`src/include/ems_pkg.sv`:
```
package ems_pkg;

	// ---------------------------------------------------------------
	// Widths and timing
	// ---------------------------------------------------------------
	localparam int ADDR_W   = 20;
	localparam int DATA_W   = 32;
	localparam int LANES    = 4;
	localparam int SPACES   = 4;
	localparam int SETUP_W  = 4;
	localparam int STRB_W   = 6;
	localparam int HOLD_W   = 3;
	localparam int CNT_W    = 6;
	localparam int AGE_W    = 4;
	// Strobe release after ready, in CPU periods.
	localparam int RDY_RELEASE_P = 3;
	localparam int CE_TAIL_P     = 7;
	localparam int SYNC_HALF_CYC = 2;
	localparam logic [2:0] SYNC_NOP = 3'h7;

	// ---------------------------------------------------------------
	// Carriers
	// ---------------------------------------------------------------
	typedef struct packed {
		logic [SETUP_W-1:0] read_setup_cycles;
		logic [STRB_W-1:0]  read_strobe_cycles;
		logic [HOLD_W-1:0]  read_hold_cycles;
		logic [SETUP_W-1:0] write_setup_cycles;
		logic [STRB_W-1:0]  write_strobe_cycles;
		logic [HOLD_W-1:0]  write_hold_cycles;
	} ems_timing_t;

	typedef struct packed {
		logic              write;
		logic              sync;
		logic              sdram;
		logic              use_ready;
		logic [1:0]        space;
		logic [ADDR_W-1:0] addr;
		logic [LANES-1:0]  lanes;
		logic [DATA_W-1:0] wdata;
		logic [2:0]        cmd;
		logic              a10;
	} ems_req_t;

	typedef struct packed {
		logic [SPACES-1:0] sel_n;
		logic [LANES-1:0]  be_n;
		logic [ADDR_W-1:0] addr;
		logic [DATA_W-1:0] dout;
		logic              doe;
		logic              oe_n;
		logic              rd_n;
		logic              wr_n;
		logic [2:0]        cmd;
		logic              a10;
		logic              mclk;
	} ems_pins_t;

	localparam ems_pins_t PINS_IDLE = '{sel_n: 4'hf, be_n: 4'hf,
		addr: 20'h0, dout: 32'h0, doe: 1'h0, oe_n: 1'h1, rd_n: 1'h1,
		wr_n: 1'h1, cmd: 3'h7, a10: 1'h0, mclk: 1'h0};

endpackage : ems_pkg

```
`src/design/ems_seq.sv`:
```
`timescale 1ns/10ps
module ems_seq #(
	parameter int CE_TAIL = ems_pkg::CE_TAIL_P
) (
	input  wire logic                        clk,
	input  wire logic                        rst,
	input  wire logic                        req_valid,
	input  wire ems_pkg::ems_req_t           req,
	input  wire ems_pkg::ems_timing_t [3:0]  space_timing,
	input  wire logic                        ext_ready_in,
	input  wire logic [ems_pkg::DATA_W-1:0]  ext_data_in,
	output logic                             req_ready,
	output logic                             done,
	output logic [ems_pkg::DATA_W-1:0]       read_data,
	output logic [ems_pkg::SPACES-1:0]       space_select_n,
	output logic [ems_pkg::LANES-1:0]        byte_lane_en_n,
	output logic [ems_pkg::ADDR_W-1:0]       ext_word_addr,
	output logic [ems_pkg::DATA_W-1:0]       ext_data_bus_out,
	output logic                             ext_data_bus_oe,
	output logic                             async_output_en_n,
	output logic                             async_read_strobe_n,
	output logic                             async_write_strobe_n,
	output logic                             col_or_burst_addr_strobe,
	output logic                             row_or_sync_out_en,
	output logic                             sync_write_en,
	output logic                             precharge_addr_bit,
	output logic                             mem_clock_out
);
	import ems_pkg::*;

	typedef enum logic [2:0] {
		S_IDLE, A_SETUP, A_STRB, A_EXT, A_HOLD, A_TAIL, S_PRE, S_CMD
	} ems_state_t;

	function automatic logic [CNT_W-1:0] last_idx(input logic [CNT_W-1:0] n);
		return (n == '0) ? '0 : CNT_W'(n - 1'b1);
	endfunction : last_idx

	function automatic logic [2:0] sync_cmd(input ems_req_t r);
		return r.sdram ? r.cmd : {1'b0, r.write, !r.write};
	endfunction : sync_cmd

	// ---------------------------------------------------------------
	// Ready synchroniser
	// ---------------------------------------------------------------
	// The third stage pads the path so release never beats three cycles.
	logic rdy_s1_ff, rdy_s2_ff, rdy_d_ff;
	logic nxt_rdy_s1, nxt_rdy_s2, nxt_rdy_d;

	always_comb begin
		nxt_rdy_s1 = ext_ready_in;
		nxt_rdy_s2 = rdy_s1_ff;
		nxt_rdy_d  = rdy_s2_ff;
	end

	always_ff @(posedge clk) begin
		if (rst) begin
			rdy_s1_ff <= 1'b0;
			rdy_s2_ff <= 1'b0;
			rdy_d_ff  <= 1'b0;
		end else begin
			rdy_s1_ff <= nxt_rdy_s1;
			rdy_s2_ff <= nxt_rdy_s2;
			rdy_d_ff  <= nxt_rdy_d;
		end
	end

	// ---------------------------------------------------------------
	// Sequencer
	// ---------------------------------------------------------------
	ems_state_t        st_ff, nxt_st;
	logic [CNT_W-1:0]  cnt_ff, nxt_cnt;
	ems_timing_t       cfg_ff, nxt_cfg;
	ems_req_t          req_ff, nxt_req;
	ems_pins_t         p_ff, nxt_p;
	logic              ready_ff, nxt_ready;
	logic              done_ff, nxt_done;
	logic [DATA_W-1:0] rdata_ff, nxt_rdata;
	logic              ext_ff, nxt_ext;
	logic              first_ff, nxt_first;
	logic              accept;
	logic [CNT_W-1:0]  setup_n, strobe_n, hold_n;

	always_comb begin
		setup_n  = req_ff.write ? CNT_W'(cfg_ff.write_setup_cycles)
			: CNT_W'(cfg_ff.read_setup_cycles);
		strobe_n = req_ff.write ? CNT_W'(cfg_ff.write_strobe_cycles)
			: CNT_W'(cfg_ff.read_strobe_cycles);
		hold_n   = req_ff.write ? CNT_W'(cfg_ff.write_hold_cycles)
			: CNT_W'(cfg_ff.read_hold_cycles);
		accept   = req_valid && ready_ff && (!req.sync || p_ff.mclk);
		nxt_st    = st_ff;
		nxt_cnt   = CNT_W'(cnt_ff + 1'b1);
		nxt_cfg   = cfg_ff;
		nxt_req   = req_ff;
		nxt_p     = p_ff;
		nxt_p.mclk = !p_ff.mclk;
		nxt_done  = 1'b0;
		nxt_rdata = rdata_ff;
		nxt_ext   = ext_ff;
		nxt_first = first_ff;
		case (st_ff)
			A_SETUP: begin
				if (cnt_ff == last_idx(setup_n)) begin
					nxt_st = A_STRB;
					nxt_cnt = '0;
					nxt_p.rd_n = req_ff.write;
					nxt_p.wr_n = !req_ff.write;
				end
			end
			A_STRB, A_EXT: begin
				if (st_ff == A_STRB && cnt_ff == last_idx(strobe_n)
					&& req_ff.use_ready && !rdy_d_ff) begin
					nxt_st = A_EXT;
					nxt_ext = 1'b1;
				end else if ((st_ff == A_STRB
					&& cnt_ff == last_idx(strobe_n))
					|| (st_ff == A_EXT && rdy_d_ff)) begin
					nxt_st = A_HOLD;
					nxt_cnt = '0;
					nxt_p.rd_n = 1'b1;
					nxt_p.wr_n = 1'b1;
					if (!req_ff.write)
						nxt_rdata = ext_data_in;
				end
			end
			A_HOLD: begin
				if (cnt_ff == last_idx(hold_n)) begin
					nxt_p = PINS_IDLE;
					nxt_p.mclk = !p_ff.mclk;
					nxt_p.sel_n = p_ff.sel_n;
					nxt_done = 1'b1;
					nxt_cnt = '0;
					nxt_st = (CE_TAIL == 0) ? S_IDLE : A_TAIL;
					if (CE_TAIL == 0)
						nxt_p.sel_n = '1;
				end
			end
			A_TAIL: begin
				if (cnt_ff == last_idx(CNT_W'(CE_TAIL))) begin
					nxt_st = S_IDLE;
					nxt_p.sel_n = '1;
				end
			end
			S_PRE: begin
				if (cnt_ff == CNT_W'(SYNC_HALF_CYC - 1)) begin
					nxt_st = S_CMD;
					nxt_cnt = '0;
					nxt_p.cmd = sync_cmd(req_ff);
					nxt_p.a10 = req_ff.a10;
				end
			end
			S_CMD: begin
				if (cnt_ff == CNT_W'(SYNC_HALF_CYC - 1)) begin
					nxt_st = S_IDLE;
					nxt_p = PINS_IDLE;
					nxt_p.mclk = !p_ff.mclk;
					nxt_done = 1'b1;
				end
			end
			S_IDLE: begin
				nxt_cnt = '0;
			end
			default: begin
				nxt_st = S_IDLE;
				nxt_p = PINS_IDLE;
			end
		endcase
		if (accept) begin
			nxt_req = req;
			nxt_cfg = space_timing[req.space];
			nxt_cnt = '0;
			nxt_ext = 1'b0;
			nxt_first = 1'b0;
			nxt_p.sel_n = ~(SPACES'(1) << req.space);
			nxt_p.be_n = ~req.lanes;
			nxt_p.addr = req.addr;
			nxt_p.dout = req.wdata;
			nxt_p.doe = req.write;
			nxt_p.rd_n = 1'b1;
			nxt_p.wr_n = 1'b1;
			nxt_p.oe_n = req.sync || req.write;
			nxt_p.cmd = SYNC_NOP;
			nxt_p.a10 = 1'b0;
			if (!req.sync) begin
				nxt_st = A_SETUP;
			end else if (req.write && !(st_ff == S_CMD && req_ff.sync
				&& req_ff.write)) begin
				nxt_st = S_PRE;
				nxt_first = 1'b1;
			end else begin
				nxt_st = S_CMD;
				nxt_p.cmd = sync_cmd(req);
				nxt_p.a10 = req.a10;
			end
		end
		nxt_ready = (nxt_st == S_IDLE)
			|| (nxt_st == S_CMD && nxt_cnt == CNT_W'(SYNC_HALF_CYC - 1));
	end

	always_ff @(posedge clk) begin
		if (rst) begin
			st_ff    <= S_IDLE;
			cnt_ff   <= '0;
			cfg_ff   <= '0;
			req_ff   <= '0;
			p_ff     <= PINS_IDLE;
			ready_ff <= 1'b0;
			done_ff  <= 1'b0;
			rdata_ff <= '0;
			ext_ff   <= 1'b0;
			first_ff <= 1'b0;
		end else begin
			st_ff    <= nxt_st;
			cnt_ff   <= nxt_cnt;
			cfg_ff   <= nxt_cfg;
			req_ff   <= nxt_req;
			p_ff     <= nxt_p;
			ready_ff <= nxt_ready;
			done_ff  <= nxt_done;
			rdata_ff <= nxt_rdata;
			ext_ff   <= nxt_ext;
			first_ff <= nxt_first;
		end
	end

	assign req_ready                = ready_ff;
	assign done                     = done_ff;
	assign read_data                = rdata_ff;
	assign space_select_n           = p_ff.sel_n;
	assign byte_lane_en_n           = p_ff.be_n;
	assign ext_word_addr            = p_ff.addr;
	assign ext_data_bus_out         = p_ff.dout;
	assign ext_data_bus_oe          = p_ff.doe;
	assign async_output_en_n        = p_ff.oe_n;
	assign async_read_strobe_n      = p_ff.rd_n;
	assign async_write_strobe_n     = p_ff.wr_n;
	assign col_or_burst_addr_strobe = p_ff.cmd[2];
	assign row_or_sync_out_en       = p_ff.cmd[1];
	assign sync_write_en            = p_ff.cmd[0];
	assign precharge_addr_bit       = p_ff.a10;
	assign mem_clock_out            = p_ff.mclk;

	// ---------------------------------------------------------------
	// Checks
	// ---------------------------------------------------------------
	// Phase length restarts on a strobe change or a take, not on lanes.
	logic [CNT_W-1:0] h_ff, nxt_h;
	logic [AGE_W-1:0] age_ff, nxt_age;

	always_comb begin
		nxt_h = (accept || {nxt_p.rd_n, nxt_p.wr_n}
			!= {p_ff.rd_n, p_ff.wr_n}) ? '0
			: CNT_W'(h_ff + 1'b1);
		nxt_age = !ext_ready_in ? '0
			: (&age_ff ? age_ff : AGE_W'(age_ff + 1'b1));
	end

	always_ff @(posedge clk) begin
		if (rst) begin
			h_ff   <= '0;
			age_ff <= '0;
		end else begin
			h_ff   <= nxt_h;
			age_ff <= nxt_age;
		end
	end

	rd_setup_a: assert property (@(posedge clk) disable iff (rst)
		$fell(p_ff.rd_n) |-> !p_ff.oe_n && $past(h_ff)
			== last_idx(CNT_W'(cfg_ff.read_setup_cycles)))
		else $error("read setup length wrong");
	rd_strobe_a: assert property (@(posedge clk) disable iff (rst)
		$rose(p_ff.rd_n) && !ext_ff |-> $past(h_ff)
			== last_idx(CNT_W'(cfg_ff.read_strobe_cycles)))
		else $error("read strobe length wrong");
	rd_hold_a: assert property (@(posedge clk) disable iff (rst)
		$rose(p_ff.oe_n) |-> $past(h_ff)
			== last_idx(CNT_W'(cfg_ff.read_hold_cycles)))
		else $error("read hold length wrong");
	wr_setup_a: assert property (@(posedge clk) disable iff (rst)
		$fell(p_ff.wr_n) |-> p_ff.doe && $past(h_ff)
			== last_idx(CNT_W'(cfg_ff.write_setup_cycles)))
		else $error("write setup length wrong");
	wr_strobe_a: assert property (@(posedge clk) disable iff (rst)
		$rose(p_ff.wr_n) && !ext_ff |-> $past(h_ff)
			== last_idx(CNT_W'(cfg_ff.write_strobe_cycles)))
		else $error("write strobe length wrong");
	wr_hold_a: assert property (@(posedge clk) disable iff (rst)
		$fell(p_ff.doe) && !req_ff.sync |-> $past(h_ff)
			== last_idx(CNT_W'(cfg_ff.write_hold_cycles)))
		else $error("write hold length wrong");
	rd_release_a: assert property (@(posedge clk) disable iff (rst)
		$rose(p_ff.rd_n) && ext_ff |-> $past(age_ff) inside {[3:4]})
		else $error("read release after ready out of range");
	wr_release_a: assert property (@(posedge clk) disable iff (rst)
		$rose(p_ff.wr_n) && ext_ff |-> $past(age_ff) inside {[3:4]})
		else $error("write release after ready out of range");
	ce_tail_a: assert property (@(posedge clk) disable iff (rst)
		$rose(&p_ff.be_n) |-> ##[0:7] (&p_ff.sel_n))
		else $error("chip select lingers too long");
	space_cfg_a: assert property (@(posedge clk) disable iff (rst)
		accept |=> cfg_ff == $past(space_timing[req.space]))
		else $error("timing not taken from accessed space");
	early_data_a: assert property (@(posedge clk) disable iff (rst)
		$fell(p_ff.cmd[0]) && first_ff |-> $past(p_ff.doe, 2))
		else $error("first write data not driven early");
	cmd_map_a: assert property (@(posedge clk) disable iff (rst)
		$changed(p_ff.cmd) && p_ff.cmd != SYNC_NOP
			|-> p_ff.cmd == (req_ff.sdram ? req_ff.cmd
				: {1'b0, req_ff.write, !req_ff.write}))
		else $error("command pin mapping wrong");
	sync_phase_a: assert property (@(posedge clk) disable iff (rst)
		$changed({p_ff.cmd, p_ff.a10}) |-> !p_ff.mclk)
		else $error("sync output changed in wrong phase");
	rdy_sync_a: assert property (@(posedge clk) disable iff (rst)
		$rose(rdy_d_ff) |-> $past(ext_ready_in, 3))
		else $error("ready bypassed synchroniser");

endmodule : ems_seq

```
`config.mk`:
```
export PLATFORM = sky130hd
export DESIGN_NAME = ems_seq
export DESIGN_NICKNAME = d
export VERILOG_FILES = /design/src/include/ems_pkg.sv /design/src/design/ems_seq.sv
export SDC_FILE = /design/constraint.sdc
export NUM_CORES = 1
export LEC_CHECK = 0
export ABC_AREA = 1
export BUFFER_PORTS_ARGS = -buffer_cell sky130_fd_sc_hd__buf_2
export CAP_MARGIN = 20
export CORE_MARGIN = 2
export CORE_UTILIZATION = 39
export DETAILED_ROUTE_END_ITERATION = 8
export GPL_TIMING_DRIVEN = 0
export PLACE_DENSITY = 0.69
export SLEW_MARGIN = 5
export SYNTH_ARGS = -nofsm -noshare
export SYNTH_HDL_FRONTEND = slang
export SYNTH_SLANG_ARGS = --single-unit
```
`constraint.sdc`:
```
create_clock -name clk -period 3.05 [get_ports clk]
set_clock_uncertainty 0.15 [all_clocks]
set_input_delay 0.1525 -clock clk [delete_from_list [all_inputs] [get_ports clk]]
set_output_delay 0.1525 -clock clk [all_outputs]
set_load 0.005 [all_outputs]
```
==> results of run 1 <==
[final cells by class]
| cell class | count | area, um^2 | area share |
|---|---|---|---|
| Timing Repair Buffer | 466 | 3120 | 0.290 |
| Buffer | 52 | 272 | 0.0252 |
| Clock buffer | 17 | 425 | 0.0395 |
| Multi-Input combinational cell | 548 | 3160 | 0.293 |
| Antenna cell | 1 | 2.50 | 0.000233 |
| Tap cell | 220 | 275 | 0.0256 |
| Inverter | 102 | 388 | 0.0360 |
| Clock inverter | 12 | 135 | 0.0126 |
| Sequential cell | 149 | 2990 | 0.277 |
[cells in the mapped netlist (all sizes together), types with 2 or more instances]
cell type | count | area (um^2)
a32o | 38 | 380
a21oi | 71 | 359
inv | 99 | 372
nand3 | 40 | 215
nor2 | 53 | 209
xor2 | 2 | 17.5
o22ai | 20 | 125
and3 | 3 | 18.8
dfxtp | 149 | 2980
clkinv | 3 | 11.3
a221oi | 19 | 166
a22oi | 24 | 180
nor3 | 7 | 35.0
or2 | 4 | 25.0
o21ai | 68 | 359
a22o | 20 | 175
ha | 6 | 75.1
buf | 20 | 116
nand2 | 145 | 549
clkbuf | 32 | 120
a31oi | 9 | 56.3
nand4 | 11 | 75.1
o21a | 2 | 15.0
[critical path, delay by kind of cell (launching register included)]
family | cells | cell delay, ns
simple gates | 11 | 1.42
buf+inv | 2 | 0.32
compound gates | 2 | 0.23
flops | 1 | 0.42
fa+ha+maj | 1 | 0.20
[power by group]
part | internal (uW) | total (uW) | switching (uW)
combinational | 846 | 1900 | 1060
sequential | 2190 | 2320 | 137
clock | 1190 | 2020 | 832
total | 4230 | 6250 | 2020
[worst max-delay path by stage]
stage | start | to | cells past startpoint
after floorplan | req_ff[65] | read_data[24] | 18
after global placement | req_ff[65] | read_data[7] | 16
after detailed placement | req_ff[65] | read_data[7] | 16
after CTS | req_ff[65] | read_data[7] | 16
after global routing | req_ff[65] | ext_word_addr[18] | 20
final | req_ff[65] | read_data[10] | 16
[per-layer routing]
layer  GRT usage  vias to the layer above  part of all wire
met2       0.468                      301              0.49
met4       0.122                        0             0.035
li1            -                     3957                 -
met3      0.0616                       63             0.066
met5           0                        -                 0
met1       0.312                     3751              0.41
[cell families after synthesis]
logic type,count (synthesis),synth area share
AOI/OAI and AO/OA,275,0.277
xor gates and xnor gates,3,0.00393
adders and majority gates,6,0.0112
buffers and inverters,154,0.0926
DFF,149,0.446
and+or+nand+nor,264,0.170
[stage by stage]
step | total power [uW] | instances
global placement | 3930 | 1378
detailed placement | 3950 | 1378
global route | 6600 | 1566
finish | 6250 | 1567
CTS | 6150 | 1563
floorplan | 3340 | 851
[sequential cells by signal, indices dropped and copies added, names as in the netlist, 3 cells and up]
signal / count
cnt_ff: 6
ext_data_bus_out: 32
ext_word_addr: 20
space_select_n: 4
cfg_ff: 26
byte_lane_en_n: 4
read_data: 32
req_ff: 8
st_ff: 3
[what timing repair did]
item / CTS / global route
endpoints found under the setup margin: 2 / 99
cloned: 0 / 0
setup buffers: 0 / 3
hold endpoints to repair: 128 / 0
gates resized for setup: 2 / 43
hold buffers: 156 / 0
pin swaps: 0 / 3
==> flow_summary.ini, run 1 <==
[place]
place_area_mm2 = 0.00850
place_congestion = 0.915
dp_hpwl_um = 16900
dp_slack_ns = -0.0219
port_buffers = 307

[synthesis]
synthDistinctLibCells = 41
synthArstFlopShare = 0
yosys_most_used_dff = dfxtp_1
syn_area_mm2 = 0.00669
synth_edf_count = 0
ys_ff_latch = 149
syn_area_per_cell_um2 = 7.86
syn_nets = 1063
synthCells = 851
ys_seq_area_frac = 0.446
yosysWarnings = 0

[global_route]
grt.total_usage = 0.268
grt_pass1_wl_um = 39000
grt_antenna_before_repair = 0
grt_max_degree = 17
grt-ovfl-total = 0
first_global_vias = 8104

[critical_path]
cp-end-kind = register
crit_type = register to register
critPathMaxFanout = 10
crit_required_ns = 3.20
critPathMaxStageDelay_ns = 0.42
worstPathArrival_ns = 3.03
slowest_stage = dfxtp_4
worst_setup_path_start_kind = register
crit_chain = buf_8 > nand2_1 > nand2_4 > ha_2 > nand3_2 > nor2_2 > nand2_2 > nand3_1 > nand2_1 > nor2_1 > nand3_2 > nand2_2 > nand3_4 > buf_6 > o21ai_0 > a21oi_1
r2r_slack_ns = 0.18
reg2reg_from = req_ff[65]
r2r_cells = 16
r2r_end = read_data[10]

[sta]
rsz0062_at_grt = no
worst_pin_slew_ns = 0.599
timing.final.ws_setup_ns = 0.176
min_period_ns = 2.87
slew_violations = 0
setup_viol = 0
max_slew_margin = 0.598
fmax_mhz = 348
fin_hold_ws_ns = 0.125
hold_viol_final = 0
timing.final.crit_share = 0.942
timing.setup.tns_ns = 0

[outcome]
status = finished clean

[pwr]
p_per_area_mw_per_mm2 = 581
ir_drop_mv = 0.487
p_leak_uw = 0.00487

[routing]
vias = 8072
drc_errors = 0
drtPass1Iterations = 6
drt-total-wl_um = 24500
wl_per_cell_um = 15.6
ant_nets = 0
first_iter_violations = 465
via_per_inst = 5.15

[floorplan]
ios = 309
coreArea_mm2 = 0.0166
die-width_um = 135
die_height_um = 135
start_util = 0.402
rows = 47
die_area_mm2 = 0.0182

[cells_and_area]
final_cell_mix = 314 x buf_2, 156 x dlygate4sd3_1, 148 x dfxtp_1, 141 x nand2_1, 94 x inv_1
layout_commonest_cell = buf_2
fillCellCount = 1383
syn2layout_area_growth_pct = 61.0
finish.net_count = 1548
drive_gt1_frac = 0.289
stdcell_area_mm2 = 0.0108
final_core_utilization = 0.647

[clock_tree]
clock_tree.buffer_depth = 2
worstSkewPairLatency_ns = 0.42
cts_tree = yes
clk_pin_slew_ns = 0.06
cts.htree.levels = 4
cts_root_buf = clkbuf_16
clkSinkCount = 149
numCtsBuffers = 17

[min_path]
hold_path_depth = 4
hp-class = input pin to register
hp-start = rst
holdPathEnd = req_ff[2]

[run]
cap_viol_max_count = 0
Note: power is estimated with default switching activity, not from simulation.
==> run 2, diff against run 1 <==
==> constraint.sdc (replaced) <==
create_clock -name clk -period 3 [get_ports clk]
set_clock_uncertainty 0.15 [all_clocks]
set_input_delay 0.15 -clock clk [delete_from_list [all_inputs] [get_ports clk]]
set_output_delay 0.15 -clock clk [all_outputs]
set_load 0.005 [all_outputs]
==> flow_summary.ini, run 2 (same netlist as run 1, synthesis figures left out) <==
[outcome]
status = finished clean

[routing]
first_iter_violations = 449
wl_per_cell_um = 15.7
drtPass1Iterations = 5
ant_nets = 0
drc_errors = 0
via_per_inst = 5.18
drt-total-wl_um = 24500
vias = 8119

[critical_path]
cp.buffers_inverters = 7
crit_required_ns = 3.21
critPathMaxFanout = 10
r2r_slack_ns = 0.22
worstPathArrival_ns = 3.03
crit_chain = dlygate4sd3_1 > buf_2 > inv_1 > o211ai_1 > inv_1 > clkbuf_1 > clkbuf_1 > o21ai_0 > a31oi_1 > dlygate4sd3_1
cp-end-kind = register
cpLargestDelayFamily = buffers and inverters
slowest_stage = dlygate4sd3_1
crit_type = input pin to register
critPathMaxStageDelay_ns = 0.58
worst_setup_path_start_kind = input pin

[sta]
timing.setup.tns_ns = 0
fmax_mhz = 354
fin_hold_ws_ns = 0.120
hold_viol_final = 0
setup_viol = 0
timing.final.crit_share = 0.941
min_period_ns = 2.82
max_slew_margin = 0.587
slew_violations = 0
worst_pin_slew_ns = 0.619

[floorplan]
ios = 309
start_util = 0.402
die-width_um = 135
rows = 47
die_area_mm2 = 0.0182
die_height_um = 135
coreArea_mm2 = 0.0166

[global_route]
first_global_vias = 8105
grt-ovfl-total = 0
grt_antenna_before_repair = 0
grt_max_degree = 17
grt_pass1_wl_um = 39000
grt.total_usage = 0.268

[cells_and_area]
finish.net_count = 1548
finalNonFillerCells = 1567
final_core_utilization = 0.648
final_cell_mix = 314 x buf_2, 156 x dlygate4sd3_1, 148 x dfxtp_1, 140 x nand2_1, 94 x inv_1
syn2layout_area_growth_pct = 61.4
layout_commonest_cell = buf_2
fillCellCount = 1380
drive_gt1_frac = 0.292

[clock_tree]
clkSinkCount = 149
clk_pin_slew_ns = 0.06
clock_tree.buffer_depth = 2
cts.htree.levels = 4
cts_tree = yes
worstSkewPairLatency_ns = 0.42
cts_root_buf = clkbuf_16
numCtsBuffers = 17

[run]
cap_viol_max_count = 0

[pwr]
p_leak_uw = 0.00487
p_total_uw = 6390
ir_drop_mv = 0.497
p_per_area_mw_per_mm2 = 592

[place]
port_buffers = 307
dp_hpwl_um = 16900
dpl.cell_count = 1378
place_congestion = 0.915

[min_path]
hp-class = input pin to register
-- run 2: area by class of cell --
cell class                      instances  area, um^2  share of cell area
Multi-Input combinational cell        548        3190               0.296
Timing Repair Buffer                  466        3120               0.289
Sequential cell                       149        2990               0.277
Clock buffer                           17         425              0.0394
Inverter                              102         388              0.0360
Tap cell                              220         275              0.0255
Buffer                                 52         264              0.0245
Clock inverter                         12         135              0.0125
Antenna cell                            1        2.50            0.000232
-- run 2: tightest hold or removal path: stages --
cell and delay [ns]:
clkbuf_1 0.20, nor2_1 0.15, nand2_1 0.07, o21ai_0 0.06
-- run 2: metal layers --
metal,share of wire,up-vias,GRT usage,routed length [um]
met4,0.035,0,0.122,851
met3,0.067,66,0.0616,1650
met2,0.50,320,0.468,12200
met5,0,-,0,0
li1,-,3952,-,-
met1,0.40,3781,0.312,9840
-- run 2: stage by stage --
step           cell area (um^2)  setup WS, ns
6_report                  10800         0.177
4_1_cts                   10600        0.0442
3_3_place_gp               8500       -0.0655
5_1_grt                   10800       -0.0397
3_5_place_dp               8500       -0.0719
2_1_floorplan              6690         0.467
-- run 2: timing repair --
item | 4_1_cts | 5_1_grt
hold endpoints to repair | 128 | 0
gates resized for setup | 4 | 44
hold buffers | 156 | 0
endpoints found under the setup margin | 26 | 105
pin swaps | 0 | 6
setup buffers | 0 | 3
-- run 2: power breakdown --
| part | leakage, uW | switching [uW] | internal [uW] | total, uW |
|---|---|---|---|---|
| clock network | 0.000268 | 848 | 1210 | 2060 |
| registers | 0.00121 | 139 | 2220 | 2360 |
| logic | 0.00339 | 1090 | 878 | 1970 |
| total | 0.00487 | 2080 | 4310 | 6390 |
-- run 2: final timing paths --
check / start / cells after the start / to
worst max-delay path: req[64] / 10 / cfg_ff[9]
worst min-delay path: rst / 4 / req_ff[2]
worst max register to register: req_ff[65] / 18 / read_data[5]
worst min register to register: nxt_rdy_d / 2 / rdy_d_ff
==> run 3, diff against run 2 <==
--- a/config.mk
+++ b/config.mk
@@ -13,6 +13,7 @@
 export DETAILED_ROUTE_END_ITERATION = 8
 export GPL_TIMING_DRIVEN = 0
 export PLACE_DENSITY = 0.69
+export RECOVER_POWER = 25
 export SLEW_MARGIN = 5
 export SYNTH_ARGS = -nofsm -noshare
 export SYNTH_HDL_FRONTEND = slang
==> flow_summary.ini, run 3 (same netlist as run 1, synthesis figures left out) <==
[cells_and_area]
syn2layout_area_growth_pct = 60.6
final_cell_mix = 273 x buf_2, 156 x dlygate4sd3_1, 148 x dfxtp_1, 140 x nand2_1, 94 x inv_1
drive_gt1_frac = 0.262
fillCellCount = 1406
layout_commonest_cell = buf_2
finish.net_count = 1548

[global_route]
grt-ovfl-total = 0
grt.total_usage = 0.268
grt_antenna_before_repair = 0
first_global_vias = 8105
grt_pass1_wl_um = 39000
grt_max_degree = 17

[place]
port_buffers = 307
dp_hpwl_um = 16900
place_congestion = 0.915

[clock_tree]
cts_tree = yes
numCtsBuffers = 17
worstSkewPairLatency_ns = 0.42
clk_pin_slew_ns = 0.06
cts_root_buf = clkbuf_16
clock_tree.buffer_depth = 2
clkSinkCount = 149
cts.htree.levels = 4

[pwr]
p_leak_uw = 0.00471
ir_drop_mv = 0.496
p_per_area_mw_per_mm2 = 593
p_total_uw = 6360

[min_path]
hp-class = input pin to register

[critical_path]
cp.buffers_inverters = 7
cpLargestDelayFamily = buffers and inverters
crit_required_ns = 3.21
crit_type = input pin to register
worstPathArrival_ns = 3.03
worst_setup_path_start_kind = input pin
critPathMaxFanout = 10
crit_chain = dlygate4sd3_1 > buf_2 > inv_1 > o211ai_1 > inv_1 > clkbuf_1 > clkbuf_1 > o21ai_0 > a31oi_1 > dlygate4sd3_1
critPathMaxStageDelay_ns = 0.58
slowest_stage = dlygate4sd3_1
cp-end-kind = register

[routing]
drt-total-wl_um = 24500
drtPass1Iterations = 5
ant_nets = 0
top_layer = met4
drc_errors = 0
drt-met1-wl_um = 9920
first_iter_violations = 480
via_per_inst = 5.18
vias = 8117
wl_per_cell_um = 15.6
wl_met2_um = 12200
wl_met3_um = 1590

[floorplan]
rows = 47
die_area_mm2 = 0.0182
die_height_um = 135
ios = 309
die-width_um = 135
start_util = 0.402
coreArea_mm2 = 0.0166

[outcome]
status = finished clean

[sta]
slew_violations = 0
min_period_ns = 2.82
max_slew_margin = 0.596
hold_viol_final = 0
fin_hold_ws_ns = 0.120
fmax_mhz = 354
setup_viol = 0
worst_pin_slew_ns = 0.606
timing.final.crit_share = 0.941

[run]
cap_viol_max_count = 0
-- run 3: cell types whose count changed in the layout (fill, tap and decap cells not counted), sizes merged --
cell,change
buf,-40
clkbuf,+40
-- run 3: tightest hold or removal path: stages --
cell	delay, ns
clkbuf_1	0.20
nor2_1	0.15
nand2_1	0.07
o21ai_0	0.06
-- run 3: layout make-up --
class	instances	area, um^2	share of cell area
tap	220	275	0.0256
antenna	1	2.50	0.000233
sequential	149	2990	0.278
clock inverter	12	135	0.0126
multi-input combinational	548	3190	0.297
inverter	102	388	0.0361
timing repair buffer	466	3070	0.286
clock buffer	17	425	0.0396
buffer	52	264	0.0246
-- run 3: final timing paths --
check / cells past startpoint / slack [ns] / end / from
hold reg to reg: 2 / 0.26 / rdy_d_ff / nxt_rdy_d
setup / recovery: 10 / 0.18 / cfg_ff[9] / req[64]
setup reg to reg: 18 / 0.22 / read_data[5] / req_ff[65]
hold / removal: 4 / 0.12 / req_ff[2] / rst
-- run 3: through the flow --
step | instances | util | worst slack (ns) | setup TNS, ns | instance area, um^2
4_1_cts | 1563 | 0.639 | 0.0442 | 0 | 10600
6_report | 1567 | 0.645 | 0.177 | 0 | 10700
3_3_place_gp | 1378 | 0.511 | -0.0655 | -0.180 | 8500
5_1_grt | 1566 | 0.645 | -0.0397 | -0.390 | 10700
3_5_place_dp | 1378 | 0.511 | -0.0719 | -0.344 | 8500
2_1_floorplan | 851 | - | 0.467 | 0 | 6690
-- run 3: what timing repair did --
item | CTS | global route
hold endpoints to repair | 128 | 0
endpoints found under the setup margin | 26 | 105
gates resized for setup | 4 | 44
pin swaps | 0 | 6
setup buffers | 0 | 3
hold buffers | 156 | 0
-- run 3: where the power goes --
| part | total [uW] | switching, uW | internal [uW] |
|---|---|---|---|
| logic | 1940 | 1080 | 859 |
| registers | 2360 | 142 | 2220 |
| clock network | 2060 | 843 | 1210 |
-- run 3: layer usage --
| layer | GRT usage | vias up |
|---|---|---|
| li1 | - | 3957 |
| met5 | 0 | - |
| met4 | 0.122 | 0 |
| met2 | 0.468 | 318 |
| met1 | 0.312 | 3778 |
| met3 | 0.0616 | 64 |
